### src/rtl/xpc_params.svh
// constants of the crosspoint programming port: widths, slot counts, fields
// assumes inclusion by the package and by the design files that need it
`ifndef XPC_PARAMS_SVH
`define XPC_PARAMS_SVH

`define XPC_ADDR_W      3       // output select lines
`define XPC_SEL_W       4       // input select lines
`define XPC_WORD_W      5       // one slot: input select plus enable
`define XPC_SLOTS       8       // address slots, 8 x 5 = 40 bits
`define XPC_OUTS        5       // video outputs actually wired
`define XPC_EN_BIT      4       // enable bit position in a slot word
`define XPC_SYNC_W      12      // pins passed through the synchroniser
`define XPC_WORD_RST    5'h00   // slot contents after sys_rst

`endif

### src/rtl/xpc_pkg.sv
// types shared by the crosspoint programming port files
// assumes xpc_params.svh is on the include path
`include "xpc_params.svh"

package xpc_pkg;
    typedef logic [`XPC_WORD_W-1:0] xpc_word_t;
    typedef logic [`XPC_SEL_W-1:0]  xpc_sel_t;
    typedef logic [`XPC_ADDR_W-1:0] xpc_addr_t;
endpackage

### src/rtl/xpc_slot.sv
// one 5-bit slot: first-rank register and second-rank latch copy
// assumes load and xfer are already qualified by chip select, one clock
`timescale 1ns/1ps
`default_nettype none
`include "xpc_params.svh"

module xpc_slot (
    input  wire logic             clock,
    input  wire logic             sys_rst,
    input  wire logic             load,
    input  wire logic             xfer,
    input  wire xpc_pkg::xpc_word_t word_in,
    output var  xpc_pkg::xpc_word_t rank1_q,
    output var  xpc_pkg::xpc_word_t rank2_q
);

    ////////////////////////////////////////////////////////////////////////
    // first rank takes the presented word on a qualified falling edge
    always_ff @(posedge clock) begin
        if (sys_rst) begin
            rank1_q <= `XPC_WORD_RST;
        end else if (load) begin
            rank1_q <= word_in;
        end
    end

    ////////////////////////////////////////////////////////////////////////
    // second rank follows the first while transparent, else holds
    always_ff @(posedge clock) begin
        if (sys_rst) begin
            rank2_q <= `XPC_WORD_RST;
        end else if (xfer) begin
            rank2_q <= rank1_q;
        end
    end

endmodule
`default_nettype wire

### src/rtl/xpc_top.sv
// crosspoint parallel programming port: pin sync, slot load, latch transfer
// assumes all programming pins are asynchronous to clock; one 200 MHz clock
`timescale 1ns/1ps
`default_nettype none
`include "xpc_params.svh"

module xpc_top (
    input  wire logic                  clock,
    input  wire logic                  sys_rst,
    input  wire logic                  prog_clk,
    input  wire logic                  chip_sel_n,
    input  wire logic                  update_n,
    input  wire logic                  out_disable_n,
    input  wire logic                  out_sel_bit0,
    input  wire logic                  out_sel_bit1,
    input  wire logic                  out_sel_bit2,
    input  wire logic                  in_sel_bit0,
    input  wire logic                  in_sel_bit1,
    input  wire logic                  in_sel_bit2,
    input  wire logic                  in_sel_bit3,
    input  wire logic                  route_output_enable,
    output var  logic [`XPC_OUTS-1:0][`XPC_SEL_W-1:0] video_output_channel,
    output var  logic [`XPC_OUTS-1:0]  video_output_enable
);

    ////////////////////////////////////////////////////////////////////////
    // two-stage synchroniser for every pin; stage one feeds stage two only
    logic [`XPC_SYNC_W-1:0] pins_raw;
    logic [`XPC_SYNC_W-1:0] meta_r;
    logic [`XPC_SYNC_W-1:0] sync_r;
    logic                   clk_prev_r;

    assign pins_raw = {prog_clk, chip_sel_n, update_n, out_disable_n,
                       out_sel_bit2, out_sel_bit1, out_sel_bit0,
                       route_output_enable, in_sel_bit3, in_sel_bit2,
                       in_sel_bit1, in_sel_bit0};

    always_ff @(posedge clock) begin
        if (sys_rst) begin
            // all four control pins idle high, so release shows no edge
            meta_r <= {4'hf, 8'h00}; // strobes and clock idle high
            sync_r <= {4'hf, 8'h00};
        end else begin
            meta_r <= pins_raw;
            sync_r <= meta_r;
        end
    end

    // third stage only for edge detection, never the metastable stage
    always_ff @(posedge clock) begin
        if (sys_rst) begin
            // must match the idle-high pin, else a false rise follows reset
            clk_prev_r <= 1'b1;
        end else begin
            clk_prev_r <= sync_r[11];
        end
    end

    ////////////////////////////////////////////////////////////////////////
    // decoded views of the synchronised pins
    logic                 pclk_s;
    logic                 cs_n_s;
    logic                 upd_n_s;
    logic                 dis_n_s;
    xpc_pkg::xpc_addr_t   addr_s;
    xpc_pkg::xpc_word_t   word_s;
    logic                 pclk_fall;
    logic                 pclk_rise;
    logic                 load_go;
    logic                 xfer_go;

    assign pclk_s  = sync_r[11];
    assign cs_n_s  = sync_r[10];
    assign upd_n_s = sync_r[9];
    assign dis_n_s = sync_r[8];
    assign addr_s  = sync_r[7:5];           // bit 0 is the lsb
    assign word_s  = sync_r[4:0];           // [4] enable, [3:0] input

    // a pin pulse shorter than one clock cycle may be missed entirely
    // rising edges are seen but deliberately drive nothing
    assign pclk_fall = clk_prev_r & ~pclk_s;
    assign pclk_rise = ~clk_prev_r & pclk_s;

    // chip select gates both the load and the transfer path
    assign load_go = pclk_fall & ~cs_n_s & upd_n_s;
    assign xfer_go = ~cs_n_s & ~upd_n_s;

    ////////////////////////////////////////////////////////////////////////
    // eight slots form the 40-bit first rank and its latch rank
    xpc_pkg::xpc_word_t rank1 [`XPC_SLOTS];
    xpc_pkg::xpc_word_t rank2 [`XPC_SLOTS];

    genvar gi;
    generate
        for (gi = 0; gi < `XPC_SLOTS; gi++) begin : g_slot
            logic hit;
            assign hit = (addr_s == `XPC_ADDR_W'(gi));
            xpc_slot u_slot (
                .clock   (clock),
                .sys_rst (sys_rst),
                .load    (load_go & hit),
                .xfer    (xfer_go),
                .word_in (word_s),
                .rank1_q (rank1[gi]),
                .rank2_q (rank2[gi])
            );
        end
    endgenerate

    ////////////////////////////////////////////////////////////////////////
    // switch array drive; slots 5 to 7 are stored but reach no output
    // registered so a route word never glitches while a latch copies
    always_ff @(posedge clock) begin
        if (sys_rst) begin
            video_output_channel <= '0;
        end else begin
            for (int k = 0; k < `XPC_OUTS; k++) begin
                video_output_channel[k] <= rank2[k][`XPC_SEL_W-1:0];
            end
        end
    end

    // disable only masks the enables, so latched routes survive it
    // limitation: disable passes the synchroniser, so it acts 3 cycles late
    always_ff @(posedge clock) begin
        if (sys_rst) begin
            video_output_enable <= '0;
        end else begin
            for (int k = 0; k < `XPC_OUTS; k++) begin
                video_output_enable[k] <= rank2[k][`XPC_EN_BIT]
                                          & dis_n_s;
            end
        end
    end
endmodule
`default_nettype wire

### config.mk
export PLATFORM = sky130hd
export DESIGN_NAME = xpc_top
export DESIGN_NICKNAME = d
export VERILOG_FILES = /design/src/rtl/xpc_pkg.sv /design/src/rtl/xpc_slot.sv /design/src/rtl/xpc_top.sv
export VERILOG_INCLUDE_DIRS = /design/src /design/src/rtl
export SDC_FILE = /design/constraint.sdc
export NUM_CORES = 1
export LEC_CHECK = 0
export ABC_AREA = 1
export BUFFER_PORTS_ARGS = -buffer_cell sky130_fd_sc_hd__buf_2
export CORE_MARGIN = 4
export CORE_UTILIZATION = 40
export CTS_CLUSTER_DIAMETER = 50
export DETAILED_ROUTE_END_ITERATION = 10
export PLACE_DENSITY = 0.69
export SYNTH_ARGS = -nofsm -noshare
export SYNTH_HDL_FRONTEND = slang
export SYNTH_HIERARCHICAL = 1
export SYNTH_SLANG_ARGS = --single-unit
### constraint.sdc
create_clock -name clock -period 1 [get_ports clock]
set_input_delay 0.2 -clock clock [delete_from_list [all_inputs] [get_ports clock]]
set_output_delay 0.2 -clock clock [all_outputs]
set_load 0.03 [all_outputs]
==> results of run 1 <==
[metrics by stage]
step / util / setup WS, ns / hold slack [ns] / instance area [um^2]
after global placement: 0.443 / -0.106 / 0.379 / 3870
after CTS: 0.489 / -0.103 / 0.000941 / 4260
after floorplan: - / 0.0198 / 0.297 / 3580
final: 0.519 / -0.131 / 0.0159 / 4530
after global routing: 0.519 / -0.190 / 0.0113 / 4530
after detailed placement: 0.443 / -0.104 / 0.380 / 3870
[metal layers]
metal / GRT usage / vias to the layer above
met5: 0 / -
met4: 0.0545 / 0
met3: 0.0379 / 12
met2: 0.211 / 58
met1: 0.121 / 1179
li1: - / 1460
[path summary, 6_finish.rpt]
path / from / end / slack [ns] / cells after the start
setup / recovery: sync_r[9] / g_slot[2].u_slot/rank1_q[1] / -0.13 / 7
hold / removal: out_disable_n / meta_r[8] / 0.02 / 2
setup reg to reg: sync_r[9] / g_slot[2].u_slot/rank1_q[1] / -0.13 / 7
hold reg to reg: meta_r[5] / sync_r[5] / 0.40 / 2
[area by class of cell]
class | instances | area, um^2
Inverter | 93 | 374
Timing Repair Buffer | 60 | 633
Clock buffer | 12 | 135
Clock inverter | 4 | 26.3
Multi-Input combinational cell | 272 | 1180
Tap cell | 108 | 135
Fill cell | 802 | 4190
Sequential cell | 100 | 2040
[flip-flops by register name (all words and copies together) (netlist names)]
register	count
video_output_channel	20
video_output_enable	5
sync_r	12
meta_r	12
clk_prev_r	1
g_slot.u_slot/rank1_q	25
g_slot.u_slot/rank2_q	25
[logic make-up after synthesis]
kind of cell | Yosys count
buf+inv | 109
simple gates | 272
flops | 100
[timing repair]
item,4_1_cts,5_1_grt
hold endpoints to repair,0,0
setup endpoints to repair,73,73
hold buffers,0,0
setup buffers,1,1
pin swaps,6,9
resized for setup,89,42
cloned,1,10
[where the power goes]
| group | internal (W) | switching (W) |
|---|---|---|
| clock network | 0.000904 | 0.00128 |
| registers | 0.00405 | 0.0000468 |
| logic | 0.000142 | 0.000196 |
[cell usage in the layout (no fill, tap or decap), drive strengths merged]
| cell type | instances |
|---|---|
| buf | 57 |
| clkbuf | 15 |
| clkinv | 3 |
| clkinvlp | 1 |
| dfxtp | 100 |
| inv | 93 |
| nand2 | 111 |
| nand3 | 1 |
| nor2 | 151 |
| or2 | 9 |
[worst register-to-register path, cell delays in order, from the launching register on]
cell and delay [ns]:
dfxtp_2 0.34, nand2_1 0.07, inv_2 0.04, nand2_4 0.14
nor2_4 0.05, buf_4 0.15, nor2_1 0.15, nor2_1 0.08
==> flow_metrics.py, run 1 <==
metrics = {
    "die": {
        "core-area_um2": 8720,
        "die_y_um": 103,
        "num_io_pins": 39,
        "rows": 34,
        "die_w_um": 103,
        "start_util": 0.411,
        "die-area_um2": 10500,
    },
    "outcome": {
        "status": "finished, violations left",
        "violations": "setup timing",
    },
    "yosys": {
        "synth_xor_area_frac": 0,
        "synth-simple-area-share": 0.295,
        "synth_edf_count": 0,
        "synth_cell_type_count": 11,
        "synth.area.mux_share": 0,
        "syn_nets": 495,
        "yosys.area.top_type_share": 0.559,
        "ys.flop_type": "dfxtp_1",
        "synthesis.area_um2": 3580,
        "yosysTopAreaCell": "dfxtp_1",
        "synth.area.top_cells": "dfxtp_1, nor2_1, nand2_1",
        "yosysWarningCount": 6,
        "synthAdderAreaFrac": 0,
        "synth_top_family_by_area": "simple AND/OR/NAND/NOR gates",
        "synth.top_cells.by_count": "nor2_1, nand2_1, dfxtp_1",
        "synth.most_common_cell": "nor2_1",
        "ys_ff_latch": 100,
        "ys_seq_area_frac": 0.559,
        "synth-async-reset-ratio": 0,
        "syn_inst": 481,
        "synth_compound_area_frac": 0,
        "syn_avg_cell_area_um2": 7.45,
    },
    "routing": {
        "dr.max_layer_used": "met4",
        "via_count": 2709,
        "ant_nets": 0,
        "wl_met2_mm": 3.31,
        "firstDrtPassIters": 4,
        "viasPerCell": 4.17,
        "drc": 0,
        "wl_met1_mm": 2.80,
        "routed-wl-met3_um": 394,
        "wl_mm": 6.64,
        "wl_per_cell_um": 10.2,
        "drtIter0Drc": 87,
    },
    "timing": {
        "rsz0062_at_grt": "true",
        "fin_tns_setup_ns": -2.60,
        "min_period_ns": 1.13,
        "setup_viol": 48,
        "timing.final.crit_share": 1.13,
        "final-max-slew-violation-count": 0,
        "fin_ws_ns": -0.131,
        "worst_slew_pin_slew_ns": 0.329,
        "fmax_ghz": 0.884,
        "slew_headroom": 0.780,
        "finalHoldViolCount": 0,
        "fin_worst_skew_ns": 0.00869,
    },
    "setup_path": {
        "cp.required_ns": 1.25,
        "cp.arrival_ns": 1.38,
        "crit_slowest_cell": "dfxtp_2",
        "crit_fanout": 5,
        "worstPathCellList": "nand2_1 -> inv_2 -> nand2_4 -> nor2_4 -> buf_4 -> nor2_1 -> nor2_1",
        "path_class": "register to register",
        "cpPeakStageDelay_ns": 0.34,
        "cp-start-kind": "register",
        "critPathMostFrequentCell": "nor2_1",
        "crit_buf_inv": 2,
        "cp_top_family": "simple AND/OR/NAND/NOR gates",
        "critPathCaptureType": "register",
    },
    "clock_tree": {
        "cts_buffers": 9,
        "h-tree-depth": 3,
        "path_clk_slew_ns": 0.09,
        "cts_max_path_buffers": 2,
        "clock_sinks": 100,
        "insertion_delay_ns": 0.35,
        "cts_tree": "built",
        "cts.root.buffer_cell": "clkbuf_8",
    },
    "power": {
        "powerDensity_nw_per_um2": 1460,
        "p_leak_nw": 1.88,
        "peakVddDrop_mv": 0.924,
        "totalPowerFinal_w": 0.00662,
    },
    "global_routing": {
        "grt_usage": 0.116,
        "grt_pass1_wl_mm": 9.64,
        "overflow": 0,
        "grt_max_degree": 47,
        "antenna_found_initial": 0,
        "grt_pass1_vias": 2355,
    },
    "finish": {
        "antenna_cells": 0,
        "final_cells": 649,
        "drive_gt1_frac": 0.266,
        "fin_nets": 550,
        "area_delta_synth_final_pct": 26.4,
    },
    "placed_design": {
        "routabilityCongestion": 0.765,
        "io_buffers": 38,
        "place_inst": 620,
        "hpwl_mm": 3.79,
    },
    "worst_hold_path": {
        "hold_path.class": "input pin to register",
    },
    "run": {
        "drv_cap": 0,
    },
}
Note: power is estimated with default switching activity, not from simulation.
==> run 2: changes to the inputs <==
Settings changed: CORE_MARGIN 4 to 5.
==> run 2 against run 1 <==
Net effect: clock-buffer cell count decreased by 1; largest power group unchanged; routed wire length shrank 8.6%; the flow still finishes with violations (setup timing); critical path type unchanged; setup slack better by 0.00062 ns.
==> flow_metrics.py, run 2 (synthesis results as in run 1) <==
metrics = {
    "outcome": {
        "status": "finished, violations left",
        "violations": "setup timing",
    },
    "clock_tree": {
        "clock_sinks": 100,
        "insertion_delay_ns": 0.35,
        "cts_buffers": 9,
        "h-tree-depth": 3,
        "cts.root.buffer_cell": "clkbuf_8",
        "path_clk_slew_ns": 0.08,
        "cts_max_path_buffers": 2,
        "cts_tree": "built",
        "cts_setup_buffers": 0,
    },
    "die": {
        "die_y_um": 105,
        "core-area_um2": 8720,
        "start_util": 0.411,
        "die_w_um": 105,
        "num_io_pins": 39,
        "rows": 34,
        "die-area_um2": 10900,
    },
    "global_routing": {
        "grt_pass1_wl_mm": 10.8,
        "overflow": 0,
        "antenna_found_initial": 0,
        "grt_usage": 0.119,
        "grt_pass1_vias": 2568,
        "grt_max_degree": 31,
    },
    "timing": {
        "finalHoldViolCount": 0,
        "worst_slew_pin_slew_ns": 0.293,
        "fmax_ghz": 0.885,
        "final-max-slew-violation-count": 0,
        "fin_ws_ns": -0.130,
        "setup_viol": 66,
        "slew_headroom": 0.805,
        "whs_ns": 0.0263,
        "fin_worst_skew_ns": 0.00786,
        "timing.final.crit_share": 1.13,
        "min_period_ns": 1.13,
        "rsz0062_at_grt": "true",
    },
    "power": {
        "intPower_w": 0.00559,
        "totalPowerFinal_w": 0.00710,
        "swShare": 0.214,
        "power.switching_w": 0.00152,
        "power_frac_seq": 0.576,
        "p_leak_nw": 1.86,
        "powerDensity_nw_per_um2": 1570,
        "pwr-share-clk": 0.375,
        "comb_power_share": 0.048,
        "peakVddDrop_mv": 0.649,
    },
    "placed_design": {
        "routabilityCongestion": 0.775,
        "pre_cts_slack_ns": -0.130,
        "hpwl_mm": 3.74,
        "io_buffers": 38,
    },
    "finish": {
        "nFillCells": 792,
        "fin_nets": 546,
        "drive_gt1_frac": 0.282,
        "reg.largest.list": "g_slot.u_slot/rank1_q x25, g_slot.u_slot/rank2_q x25, video_output_channel x20",
        "multi_input_area_um2": 1220,
        "layout_commonest_cell": "nor2_1",
        "seqCellArea_um2": 2040,
        "antenna_cells": 0,
        "area_delta_synth_final_pct": 26.5,
        "final_cell_mix": "nor2_1, inv_1, nand2_1",
    },
    "setup_path": {
        "crit_slowest_cell": "dfxtp_4",
        "cpPeakStageDelay_ns": 0.36,
        "worstPathCellList": "nor2_4 -> nand2_4 -> nor2_4 -> buf_6 -> nand2_2 -> nand2_2 -> nor2_1",
        "crit_buf_inv": 1,
        "cp.arrival_ns": 1.38,
        "r2r_slack_ns": -0.13,
        "cp.required_ns": 1.25,
        "crit_fanout": 5,
        "path_class": "register to register",
        "critPathCaptureType": "register",
        "cp-start-kind": "register",
        "cp_top_family": "simple AND/OR/NAND/NOR gates",
    },
    "routing": {
        "ant_nets": 0,
        "wl_per_cell_um": 9.42,
        "drc": 0,
        "firstDrtPassIters": 4,
        "drtIter0Drc": 84,
        "wl_mm": 6.07,
        "via_count": 2651,
        "viasPerCell": 4.12,
    },
    "worst_hold_path": {
        "hold_path.class": "input pin to register",
    },
    "run": {
        "drv_cap": 0,
    },
}
run 2: layer usage:
metal	GRT usage	wire length [um]	share of wire	vias up
li1	-	-	-	1450
met3	0.0401	327	0.054	14
met5	0	0	0	-
met4	0.0658	142	0.023	0
met1	0.130	2660	0.44	1132
met2	0.203	2930	0.48	55
run 2: power groups by stage:
stage               registers [W]  logic [W]  clock network, W
floorplan                 0.00418   0.000202                 0
global placement          0.00418   0.000291                 0
detailed placement        0.00418   0.000298                 0
CTS                       0.00410   0.000326           0.00276
global route              0.00411   0.000388           0.00292
finish                    0.00410   0.000342           0.00267
run 2: stage by stage:
stage | setup TNS [ns] | util | cell area [um^2] | instances
final | -4.58 | 0.520 | 4530 | 644
after detailed placement | -2.91 | 0.444 | 3870 | 621
after global placement | -1.88 | 0.444 | 3870 | 621
after CTS | -4.01 | 0.505 | 4410 | 642
after floorplan | 0 | - | 3580 | 481
after global routing | -8.67 | 0.520 | 4530 | 644
run 2: what timing repair did:
item,in CTS,in global routing
hold endpoints to repair,3,0
hold buffers,3,0
setup endpoints to repair,75,75
resized for setup,107,40
pin swaps,12,30
gates cloned,3,2
run 2: final cells by class:
cell class	instances	area share
Clock buffer	11	0.0290
Clock inverter	4	0.0166
Inverter	93	0.0826
Multi-Input combinational cell	272	0.269
Sequential cell	100	0.451
Tap cell	108	0.0298
Timing Repair Buffer	56	0.122
run 2: path summary, 6_finish.rpt:
path	startpoint	to	cells past startpoint
setup / recovery	sync_r[10]	g_slot[2].u_slot/rank1_q[0]	7
hold / removal	update_n	meta_r[9]	2
setup reg to reg	sync_r[10]	g_slot[2].u_slot/rank1_q[0]	7
hold reg to reg	meta_r[5]	sync_r[5]	2
run 2: worst reg2reg max path: cells and delay by family (launching register included):
family	cells	cell delay, ns
and+or+nand+nor	6	0.53
DFF	1	0.36
buffers and inverters	1	0.14
